$ cat src/design/ee2w_pkg.sv
package ee2w_pkg;
	// core clock and the self-timed program cycle
	localparam int CLK_HZ = 100_000_000;
	localparam int WRITE_CYCLE_TIME_MS = 5;
	localparam int WRITE_CYCLE_CYCLES = WRITE_CYCLE_TIME_MS * (CLK_HZ / 1000);

	// storage organisation
	localparam int PAGE_COUNT = 256;
	localparam int PAGE_BYTES = 32;
	localparam int PAGE_W = $clog2(PAGE_COUNT);
	localparam int OFFSET_W = $clog2(PAGE_BYTES);
	localparam int WORD_ADDR_W = PAGE_W + OFFSET_W;

	// address byte layout
	localparam int DEV_TYPE_MSB = 7;
	localparam int DEV_TYPE_LSB = 4;
	localparam int STRAP_MSB = 3;
	localparam int STRAP_LSB = 1;
	localparam int RW_BIT = 0;
	// first word-address byte carries the top word-address bits here
	localparam int WADDR_HI_MSB = 4;
	localparam int WADDR_HI_W = WADDR_HI_MSB + 1;

	// device type code: value is arbitrary
	localparam logic [3:0] DEV_TYPE_CODE = 4'h6;

	// bit slots of one byte on the wire
	localparam logic [3:0] BITS_PER_BYTE = 4'h8;
	localparam logic [3:0] ACK_CLOCK = 4'h9;

	typedef struct packed {
		logic [PAGE_W-1:0] page;
		logic [OFFSET_W-1:0] offset;
	} ee2w_waddr_t;

	typedef struct packed {
		logic sclRise;
		logic sclFall;
		logic start;
		logic stop;
		logic sda;
	} ee2w_evt_t;
endpackage

$ cat src/design/ee2w_line_sync.sv
`timescale 1ns/10ps
`default_nettype none
module ee2w_line_sync (
	input wire logic clk,
	input wire logic rst,
	input wire logic sclPin,
	input wire logic sdaPin,
	input wire logic [2:0] strapPins,
	output ee2w_pkg::ee2w_evt_t evt,
	output logic [2:0] strapLevel
);
	logic [1:0] scl1_q;
	logic [1:0] sda1_q;
	logic [2:0] strap1_q;
	logic [1:0] scl2_q;
	logic [1:0] sda2_q;

	// idle bus is high on both lines
	always_ff @(posedge clk) begin
		if (rst) begin
			scl1_q <= 2'h3;
			sda1_q <= 2'h3;
			scl2_q <= 2'h3;
			sda2_q <= 2'h3;
		end else begin
			scl1_q <= {scl1_q[0], sclPin};
			sda1_q <= {sda1_q[0], sdaPin};
			scl2_q <= {scl2_q[0], scl1_q[1]};
			sda2_q <= {sda2_q[0], sda1_q[1]};
		end
	end

	always_ff @(posedge clk) begin
		if (rst) begin
			strap1_q <= 3'h0;
			strapLevel <= 3'h0;
		end else begin
			strap1_q <= strapPins;
			strapLevel <= strap1_q;
		end
	end

	// scl2_q[0] is the current level, scl2_q[1] the one before
	always_comb begin
		evt.sclRise = scl2_q[0] & ~scl2_q[1];
		evt.sclFall = ~scl2_q[0] & scl2_q[1];
		evt.start = &scl2_q & sda2_q[1] & ~sda2_q[0];
		evt.stop = &scl2_q & ~sda2_q[1] & sda2_q[0];
		evt.sda = sda2_q[0];
	end
endmodule
`default_nettype wire

$ cat src/design/ee2w_write_timer.sv
`timescale 1ns/10ps
`default_nettype none
module ee2w_write_timer #(
	parameter int CYCLES = ee2w_pkg::WRITE_CYCLE_CYCLES
) (
	input wire logic clk,
	input wire logic rst,
	input wire logic launch,
	output logic busy,
	output logic done
);
	localparam int CW = $clog2(CYCLES + 1);
	logic [CW-1:0] cnt_q;

	always_ff @(posedge clk) begin
		if (rst) begin
			cnt_q <= '0;
		end else if (launch && cnt_q == '0) begin
			cnt_q <= CW'(CYCLES);
		end else if (cnt_q != '0) begin
			cnt_q <= cnt_q - 1'b1;
		end
	end

	assign busy = cnt_q != '0;
	assign done = cnt_q == CW'(1);
endmodule
`default_nettype wire

$ cat src/design/ee2w_client.sv
`timescale 1ns/10ps
`default_nettype none
module ee2w_client #(
	parameter int WRITE_CYCLES = ee2w_pkg::WRITE_CYCLE_CYCLES
) (
	input wire logic clk,
	input wire logic rst,
	input wire logic sclPin,
	input wire logic sdaPin,
	output logic sdaOut,
	output logic sdaOe,
	input wire logic clientStrapBit0,
	input wire logic clientStrapBit1,
	input wire logic clientStrapBit2,
	input wire logic [7:0] readData,
	output ee2w_pkg::ee2w_waddr_t memAddr,
	output logic [7:0] memData,
	output logic memWrite,
	output logic standby,
	output logic writeBusy
);
	typedef enum logic [2:0] {
		ST_STANDBY,
		ST_DEVADDR,
		ST_WADDR_HI,
		ST_WADDR_LO,
		ST_DATA,
		ST_DATA_DONE,
		ST_READ,
		ST_IGNORE
	} ee2w_state_t;

	ee2w_pkg::ee2w_evt_t evt;
	logic [2:0] strapLevel;
	ee2w_state_t state_q;
	logic [3:0] bitCnt_q;
	logic [7:0] shift_q;
	logic [7:0] txShift_q;
	logic txDrive_q;
	logic ackDrive_q;
	logic hostAck_q;
	logic [ee2w_pkg::WADDR_HI_W-1:0] addrHi_q;
	ee2w_pkg::ee2w_waddr_t addr_q;
	logic [7:0] data_q;
	logic memWrite_q;
	logic timerDone;
	logic ackSlot;
	logic ninthFall;
	logic ackWanted;
	logic loadTx;
	logic launch;
	logic active;

	function automatic logic devMatch(input logic [7:0] b, input logic [2:0] straps);
		devMatch = b[ee2w_pkg::DEV_TYPE_MSB:ee2w_pkg::DEV_TYPE_LSB] == ee2w_pkg::DEV_TYPE_CODE
			&& b[ee2w_pkg::STRAP_MSB:ee2w_pkg::STRAP_LSB] == straps;
	endfunction

	// whole 13-bit counter wraps, crossing page boundaries
	function automatic ee2w_pkg::ee2w_waddr_t nextAddr(input ee2w_pkg::ee2w_waddr_t a);
		nextAddr = ee2w_pkg::ee2w_waddr_t'(a + 1'b1);
	endfunction

	ee2w_line_sync u_sync (
		.clk(clk),
		.rst(rst),
		.sclPin(sclPin),
		.sdaPin(sdaPin),
		.strapPins({clientStrapBit2, clientStrapBit1, clientStrapBit0}),
		.evt(evt),
		.strapLevel(strapLevel)
	);

	ee2w_write_timer #(
		.CYCLES(WRITE_CYCLES)
	) u_timer (
		.clk(clk),
		.rst(rst),
		.launch(launch),
		.busy(writeBusy),
		.done(timerDone)
	);

	assign ackSlot = evt.sclFall && bitCnt_q == ee2w_pkg::BITS_PER_BYTE;
	assign ninthFall = evt.sclFall && bitCnt_q == ee2w_pkg::ACK_CLOCK;
	assign active = state_q != ST_STANDBY && state_q != ST_IGNORE;
	assign launch = evt.stop && state_q == ST_DATA_DONE && !writeBusy;
	assign loadTx = (state_q == ST_DEVADDR && shift_q[ee2w_pkg::RW_BIT] && ackDrive_q)
		|| (state_q == ST_READ && hostAck_q);

	// extra data bytes past the first are refused: only byte write is kept
	always_comb begin
		case (state_q)
			ST_DEVADDR: ackWanted = devMatch(shift_q, strapLevel);
			ST_WADDR_HI: ackWanted = 1'b1;
			ST_WADDR_LO: ackWanted = 1'b1;
			ST_DATA: ackWanted = 1'b1;
			default: ackWanted = 1'b0;
		endcase
	end

	// open drain: only ever pulls low
	assign sdaOut = 1'b0;
	assign sdaOe = ackDrive_q | txDrive_q;
	assign standby = state_q == ST_STANDBY && !writeBusy;
	assign memAddr = addr_q;
	assign memData = data_q;
	assign memWrite = memWrite_q;

	// bit counter and receive shifter
	always_ff @(posedge clk) begin
		if (rst) begin
			bitCnt_q <= 4'h0;
			shift_q <= 8'h00;
			hostAck_q <= 1'b0;
		end else if (writeBusy || evt.start || evt.stop) begin
			bitCnt_q <= 4'h0;
		end else if (ackSlot && state_q == ST_DEVADDR && !ackWanted) begin
			// refused byte: no ninth fall will clear it, so park the counter now
			bitCnt_q <= 4'h0;
		end else if (evt.sclRise && active) begin
			if (bitCnt_q < ee2w_pkg::BITS_PER_BYTE) begin
				shift_q <= {shift_q[6:0], evt.sda};
			end else begin
				hostAck_q <= !evt.sda;
			end
			bitCnt_q <= bitCnt_q + 1'b1;
		end else if (ninthFall) begin
			bitCnt_q <= 4'h0;
		end
	end

	// protocol state
	always_ff @(posedge clk) begin
		if (rst) begin
			state_q <= ST_STANDBY;
		end else if (writeBusy) begin
			state_q <= ST_STANDBY;
		end else if (evt.start) begin
			state_q <= ST_DEVADDR;
		end else if (evt.stop) begin
			state_q <= ST_STANDBY;
		end else if (ackSlot && state_q == ST_DEVADDR && !ackWanted) begin
			state_q <= ST_IGNORE;
		end else if (ninthFall) begin
			case (state_q)
				ST_DEVADDR: begin
					if (shift_q[ee2w_pkg::RW_BIT]) begin
						state_q <= ST_READ;
					end else begin
						state_q <= ST_WADDR_HI;
					end
				end
				ST_WADDR_HI: state_q <= ST_WADDR_LO;
				ST_WADDR_LO: state_q <= ST_DATA;
				ST_DATA: state_q <= ST_DATA_DONE;
				ST_READ: state_q <= hostAck_q ? ST_READ : ST_IGNORE;
				default: state_q <= state_q;
			endcase
		end
	end

	// acknowledge driver: set at the fall ending bit eight, cleared at the end of the ninth
	always_ff @(posedge clk) begin
		if (rst || writeBusy || evt.start || evt.stop) begin
			ackDrive_q <= 1'b0;
		end else if (ackSlot) begin
			ackDrive_q <= ackWanted;
		end else if (ninthFall) begin
			ackDrive_q <= 1'b0;
		end
	end

	// transmit driver for read data, next bit put out on each fall except the one ending bit eight, which releases the line
	always_ff @(posedge clk) begin
		if (rst || writeBusy || evt.start || evt.stop) begin
			txDrive_q <= 1'b0;
			txShift_q <= 8'h00;
		end else if (ninthFall) begin
			txDrive_q <= loadTx && !readData[7];
			txShift_q <= {readData[6:0], 1'b0};
		end else if (ackSlot) begin
			txDrive_q <= 1'b0;
		end else if (evt.sclFall && state_q == ST_READ && bitCnt_q != 4'h0) begin
			txDrive_q <= !txShift_q[7];
			txShift_q <= {txShift_q[6:0], 1'b0};
		end
	end

	// word address, data byte and current address counter
	always_ff @(posedge clk) begin
		if (rst) begin
			addrHi_q <= '0;
			addr_q <= '0;
			data_q <= 8'h00;
		end else if (timerDone) begin
			addr_q <= nextAddr(addr_q);
		end else if (ackSlot && state_q == ST_WADDR_HI) begin
			addrHi_q <= shift_q[ee2w_pkg::WADDR_HI_MSB:0];
		end else if (ackSlot && state_q == ST_WADDR_LO) begin
			addr_q <= ee2w_pkg::ee2w_waddr_t'({addrHi_q, shift_q});
		end else if (ackSlot && state_q == ST_DATA) begin
			data_q <= shift_q;
		end else if (evt.sclRise && state_q == ST_READ && bitCnt_q == ee2w_pkg::BITS_PER_BYTE) begin
			addr_q <= nextAddr(addr_q);
		end
	end

	// one-cycle program request to the storage array
	always_ff @(posedge clk) begin
		if (rst) begin
			memWrite_q <= 1'b0;
		end else begin
			memWrite_q <= launch;
		end
	end
endmodule
`default_nettype wire

$ cat config.mk
export PLATFORM = sky130hd
export DESIGN_NAME = ee2w_client
export DESIGN_NICKNAME = d
export VERILOG_FILES = /design/src/design/ee2w_pkg.sv /design/src/design/ee2w_line_sync.sv /design/src/design/ee2w_write_timer.sv /design/src/design/ee2w_client.sv
export SDC_FILE = /design/constraint.sdc
export NUM_CORES = 1
export LEC_CHECK = 0
export BUFFER_PORTS_ARGS = -buffer_cell sky130_fd_sc_hd__buf_2
export CORE_MARGIN = 2
export CORE_UTILIZATION = 52
export CTS_CLUSTER_DIAMETER = 30
export DETAILED_ROUTE_END_ITERATION = 10
export PLACE_DENSITY = 0.8
export SYNTH_ARGS = -nofsm -noshare
export SYNTH_HDL_FRONTEND = slang
export SYNTH_SLANG_ARGS = --single-unit
$ cat constraint.sdc
create_clock -name clk -period 4.6 [get_ports clk]
set_input_delay 0.46 -clock clk [delete_from_list [all_inputs] [get_ports clk]]
set_output_delay 0.46 -clock clk [all_outputs]
set_load 0.01 [all_outputs]
==> results_dict.tcl, run 1 <==
set metrics [dict create \
    clk_latency_ns 0.36 \
    cp_max_fo 12 \
    grt_pass1_vias 3143 \
    critPathBufInv 1 \
    worstPathArrival_ns 2.48 \
    yosys_most_used_dff "dfxtp_1" \
    cts_setup_buffers 0 \
    leakage_nw 1.901 \
    grt.overflow.total 0 \
    netlist_area_um2 4109 \
    critical_path.cell_chain "nor4_2 > nand4_1 > or2_2 > nor2b_1 > buf_2" \
    p_per_area_nw_per_um2 500.8 \
    dp.cells 576 \
    htreeDepth 3 \
    synth_sequential_area_ratio_pct 41.41 \
    wl_um 8715 \
    fin_setup_tns_ns 0 \
    std_cell_rows 32 \
    cts_resized 0 \
    post_layout_nonfiller_instances 592 \
    synthTopCellsByCount "85 x dfxtp_1, 69 x nor2_1, 39 x mux2i_1" \
    hold_viol 0 \
    viasPerCell 5.877 \
    syn_inst 455 \
    slowest_delay_ns 0.58 \
    grt_antenna_before_repair 0 \
    nets 506 \
    slowest_stage "or2_2" \
    setup.worst_path.class "flop to output port" \
    clockBufferDepth 2 \
    required_ns 4.14 \
    vias 3479 \
    synth.area.top_cells "dfxtp_1 41%, mux2i_1 9.5%, nor2_1 6.3%" \
    antenna_cells 0 \
    cts_num_sinks 85 \
    fmax_mhz 339.8 \
    top_layer_used "met4" \
    slew_viol_final 0 \
    slew_headroom_pct 15.64 \
    synth_top_area_share_pct 41.41 \
    core_um2 7687 \
    wire_per_inst_um 14.72 \
    area_delta_synth_final_pct 11.51 \
    route.met2.wl_um 4006 \
    grt_max_degree 62 \
    cp_top_family "simple AND/OR/NAND/NOR gates" \
    synth_edf_count 0 \
    hold_path.class "input pin to flop" \
    ys_warn_count 0 \
    ys_ff_latch 85 \
    wl_met1_um 3987 \
    critPathLaunchType "flop" \
    wl_met3_um 550 \
    path_clk_slew_ns 0.09 \
    cts_buffers 9 \
    cts_tree "done" \
    rsz0062_at_grt "false" \
    ant_nets 0 \
    ios 41 \
    worstMarginPinSlew_ns 1.262 \
    initial_core_util_pct 53.45 \
    drt-initial-drc-count 188 \
    critPathCaptureType "output port" \
    place_hpwl_um 6024 \
    place_ws_ns 1.909 \
    cts_hold_buf 0 \
    timing.final.crit_period_ns 2.943 \
    layout-drive-gt1-share_pct 16.73 \
    drc 0 \
    grt_usage_pct 21.32 \
    finalClockSkew_ns 0.007551 \
    yosysMostFrequentCell "dfxtp_1" \
    die_area_um2 8629 \
    syn_nets 476 \
    chipHeight_um 92.89 \
    irDropWorstVdd_uv 271.6 \
    setup_slack_ns 1.657 \
    finalSetupViolations 0 \
    io_buffers 39 \
    hold_slack_ns 0.2767 \
    grt_pass1_wl_um 14800 \
    die_w_um 92.89 \
    yosysUniqueCellTypes 65 \
    dr.pass1.iters 5 \
    root_buffer "clkbuf_8" \
    syn_avg_cell_area_um2 9.031 \
    yosysTopAreaCell "dfxtp_1" \
    async_flop_share_pct 0 \
    gp_congestion 0.8408 \
    drv_cap 0 \
    period_share_pct 63.97 \
    status "complete, no violations" \
]
==> layout make-up <==
| class | count | area, um^2 |
|---|---|---|
| fillers | 672 | 3105 |
| multi-input cells | 330 | 2242 |
| flip-flops and latches | 85 | 1702 |
| repair buffers | 39 | 195.2 |
| well taps | 102 | 127.6 |
| clock buffers | 9 | 123.9 |
| clock inverters | 7 | 116.4 |
| inverters | 20 | 75.07 |
==> logic make-up after synthesis <==
kind of cell	share of synthesized area, %
buffers and inverters	4.019
and+or+nand+nor	24.51
adders and majority gates	1.827
other	0.09126
xor gates and xnor gates	3.624
DFF	41.41
muxes	11.14
AOI/OAI and AO/OA	13.37
==> per-stage QoR <==
step / cell area (um^2) / total power, mW / util, %
floorplan: 4109 / 1.513 / -
global placement: 4342 / 1.644 / 56.48
detailed placement: 4342 / 1.678 / 56.48
CTS: 4582 / 2.302 / 59.60
global route: 4582 / 2.439 / 59.60
finish: 4582 / 2.295 / 59.60
==> layer usage <==
| metal | global-route usage (%) | vias to the layer above |
|---|---|---|
| met3 | 4.394 | 17 |
| met4 | 7.230 | 0 |
| met5 | 0 | - |
| met2 | 34.00 | 113 |
| li1 | - | 1705 |
| met1 | 28.81 | 1644 |
==> sequential cells by signal, indices dropped and copies added, names as in the netlist, 3 cells and up <==
| register | cells |
|---|---|
| memData | 8 |
| state_q | 3 |
| bitCnt_q | 4 |
| u_timer.cnt_q | 19 |
| addrHi_q | 5 |
| memAddr | 13 |
| txShift_q | 7 |
| u_sync.strap1_q | 3 |
| shift_q | 8 |
| u_sync.strapLevel | 3 |
==> power breakdown <==
part	switching [mW]	total (mW)	leakage, nW	internal [mW]
clock	0.300	0.621	0.121	0.321
sequential	0.0911	0.907	0.690	0.816
combinational	0.480	0.767	1.09	0.287
==> cells in the final DEF (no fill, tap or decap), types with 3 or more instances in the layout <==
cell type / Yosys / final
clkbuf_8: 0 / 9
nand2b_1: 5 / 5
buf_2: 6 / 39
o211ai_1: 6 / 6
xnor2_1: 9 / 9
and2_1: 3 / 3
mux2i_1: 39 / 39
a21oi_1: 17 / 17
o32ai_1: 8 / 8
nor2b_1: 9 / 9
inv_1: 20 / 20
dfxtp_1: 85 / 85
a211oi_1: 9 / 9
nand2_1: 14 / 14
or3_1: 6 / 6
mux2_2: 6 / 6
nor2_1: 69 / 69
nand4_1: 6 / 6
nor3_1: 10 / 10
nand3_1: 12 / 12
xor2_1: 8 / 8
o21ai_0: 8 / 8
and4_1: 4 / 4
a311oi_1: 5 / 5
or2_2: 12 / 12
nor4_1: 10 / 10
ha_1: 6 / 6
and3_1: 6 / 6
==> worst paths after layout <==
kind	start	depth (start not counted)	endpoint	slack [ns]
max	u_timer.cnt_q[5]	5	standby	1.66
max reg2reg	u_timer.cnt_q[15]	5	memAddr[3]	1.80
min reg2reg	u_sync.sda1_q[1]	1	u_sync.sda2_q[0]	0.42
min	sdaPin	2	u_sync.sda1_q[0]	0.28
==> worst register-to-register path, delay by kind of cell (launching register included) <==
kind	cells	cell delay, ns
AND/OR/NAND/NOR	2	0.71
flip-flops	1	0.38
AO/OA/AOI/OAI	2	1.23
multiplexers	1	0.33
Note: power is estimated with default switching activity, not from simulation.
==> run 2: changes to the inputs <==
--- a/config.mk
+++ b/config.mk
@@ -10,7 +10,7 @@
 export CORE_UTILIZATION = 52
 export CTS_CLUSTER_DIAMETER = 30
 export DETAILED_ROUTE_END_ITERATION = 10
-export PLACE_DENSITY = 0.8
+export PLACE_DENSITY = 0.82
 export SYNTH_ARGS = -nofsm -noshare
 export SYNTH_HDL_FRONTEND = slang
 export SYNTH_SLANG_ARGS = --single-unit
==> constraint.sdc (replaced) <==
create_clock -name clk -period 2.5 [get_ports clk]
set_input_delay 0.25 -clock clk [delete_from_list [all_inputs] [get_ports clk]]
set_output_delay 0.25 -clock clk [all_outputs]
set_load 0.01 [all_outputs]
==> run 2 against run 1 <==
Setup slack got worse by 1.4 ns. Register-to-register slack got worse by 1.6 ns. Highest routed layer unchanged. Sequential power rose by 85%. Sequential cell count did not move. Largest power group unchanged. Clock skew rose by 0.010 ns.
==> results_dict.tcl, run 2 (synthesis gave the netlist of run 1 again) <==
set metrics [dict create \
    critPathLaunchType "flop" \
    fmax_mhz 436.7 \
    die_w_um 92.89 \
    r2r_start "state_q[2]" \
    registers.top_by_ff_count "u_timer.cnt_q" \
    dr.pass1.iters 5 \
    cts_hold_buf 0 \
    combPwrFrac_pct 36.9 \
    fillCellCount 691 \
    chipHeight_um 92.89 \
    drc 0 \
    p_per_area_nw_per_um2 887.9 \
    p_switching_mw 1.637 \
    viasPerCell 5.757 \
    worstMarginPinSlew_ns 0.7946 \
    hold_path.class "input pin to flop" \
    cts_tree "done" \
    p_clk_share_pct 22.2 \
    cp_max_fo 9 \
    switching_share_pct 39.84 \
    period_share_pct 91.60 \
    drt-initial-drc-count 215 \
    htreeDepth 3 \
    grt_pass1_vias 3263 \
    fin_setup_tns_ns 0 \
    cts_resized 0 \
    grt.overflow.total 0 \
    critPathCaptureType "output port" \
    io_buffers 39 \
    antenna_cells 0 \
    slowest_stage "or2_2" \
    rsz0062_at_grt "false" \
    ant_nets 0 \
    leakage_nw 1.934 \
    nets 518 \
    die_area_um2 8629 \
    clk_latency_ns 0.37 \
    gp_congestion 0.9089 \
    root_buffer "clkbuf_8" \
    mostFrequentLayoutCell "dfxtp_1" \
    timing.final.crit_period_ns 2.290 \
    grt_max_degree 46 \
    clockBufferDepth 2 \
    slew_viol_final 0 \
    ff2ff_setup_slack_ns 0.22 \
    rr_worst_depth 6 \
    path_clk_slew_ns 0.09 \
    slew_headroom_pct 47.03 \
    largest_reg_flops 19 \
    ios 41 \
    required_ns 2.25 \
    grt_usage_pct 21.73 \
    vias 3477 \
    cts_num_sinks 85 \
    totalPowerFinal_mw 4.110 \
    power_frac_seq_pct 40.9 \
    std_cell_rows 32 \
    grt_pass1_wl_um 15170 \
    core_um2 7687 \
    hold_viol 0 \
    wl_um 9049 \
    place_hpwl_um 6295 \
    status "complete, no violations" \
    worstHoldStart "sclPin" \
    hold_depth 2 \
    finalSetupViolations 0 \
    worstPathArrival_ns 2.04 \
    p_int_mw 2.472 \
    cts_buffers 9 \
    cts_setup_buffers 0 \
    initial_core_util_pct 53.45 \
    grt_antenna_before_repair 0 \
    r2r_end "shift_q[2]" \
    setup.worst_path.class "flop to output port" \
    layout-drive-gt1-share_pct 18.73 \
    final_cell_mix "85 x dfxtp_1, 69 x nor2_1, 39 x mux2i_1, 39 x buf_2, 20 x inv_1" \
    irDropWorstVdd_uv 456.5 \
    holdPathEnd "u_sync.scl1_q[0]" \
    area_delta_synth_final_pct 12.64 \
    wire_per_inst_um 14.98 \
    finalClockSkew_ns 0.01761 \
    slowest_delay_ns 0.43 \
    drv_cap 0 \
    critical_path.cell_chain "nor4_2 > nand4_1 > or2_2 > nor2b_1 > buf_2" \
]
==> run 2: cell count changes in the layout (fill, tap and decap cells not counted) <==
cell	delta
buf_4	+11
clkinvlp_4	+2
buf_12	+1
clkinv_8	-1
clkinv_4	+1
bufinv_16	-2
inv_6	-1
clkinv_2	+1
==> run 2: area by class of cell <==
cell class | instances | area, um^2 | share of cell area [%]
well taps | 102 | 127.6 | 2.757
clock buffers | 9 | 123.9 | 2.676
multi-input cells | 330 | 2242 | 48.45
inverters | 20 | 75.07 | 1.622
flip-flops and latches | 85 | 1702 | 36.77
clock inverters | 7 | 60.06 | 1.298
repair buffers | 51 | 297.8 | 6.434
==> run 2: power groups by stage <==
stage	clock network (mW)	registers, mW	logic, mW
floorplan	0	1.66	1.12
global placement	0	1.69	1.41
detailed placement	0	1.70	1.46
CTS	0.921	1.68	1.48
global route	0.985	1.70	1.66
finish	0.914	1.68	1.52
==> run 2: metrics by stage <==
step / hold slack (ns) / cells / utilization, % / cell area [um^2] / setup WS (ns)
floorplan: 0.3538 / 455 / - / 4109 / 0.5391
global placement: 0.3967 / 587 / 57.71 / 4437 / 0.3225
detailed placement: 0.3933 / 587 / 57.71 / 4437 / 0.2440
CTS: 0.06168 / 603 / 60.11 / 4621 / 0.05617
global route: 0.05945 / 604 / 60.21 / 4628 / 0.04788
finish: 0.06648 / 604 / 60.21 / 4628 / 0.2100
==> run 2: worst max-delay path, delay by kind of cell (launching register included) <==
kind                   cells  cell delay, ns
and+or+nand+nor            4            1.20
DFF                        1            0.35
buffers and inverters      1            0.13
==> run 2: worst max-delay path by stage <==
| stage | from | end | slack (ns) | cells after the start |
|---|---|---|---|---|
| after global routing | u_timer.cnt_q[5] | standby | 0.05 | 5 |
| after CTS | u_timer.cnt_q[2] | standby | 0.06 | 5 |
| after global placement | state_q[2] | shift_q[2] | 0.32 | 6 |
| after detailed placement | state_q[2] | shift_q[5] | 0.24 | 6 |
| after floorplan | u_timer.cnt_q[8] | txDrive_q | 0.54 | 5 |
| final | u_timer.cnt_q[5] | standby | 0.21 | 5 |
==> run 2: routing by layer <==
layer | up-vias | GRT usage [%] | part of all wire [%] | routed length, um
li1 | 1729 | - | - | -
met1 | 1633 | 28.47 | 46 | 4176
met2 | 102 | 35.51 | 47 | 4251
met3 | 13 | 4.150 | 5.3 | 483
met4 | 0 | 8.211 | 1.5 | 138
met5 | - | 0 | 0 | 0
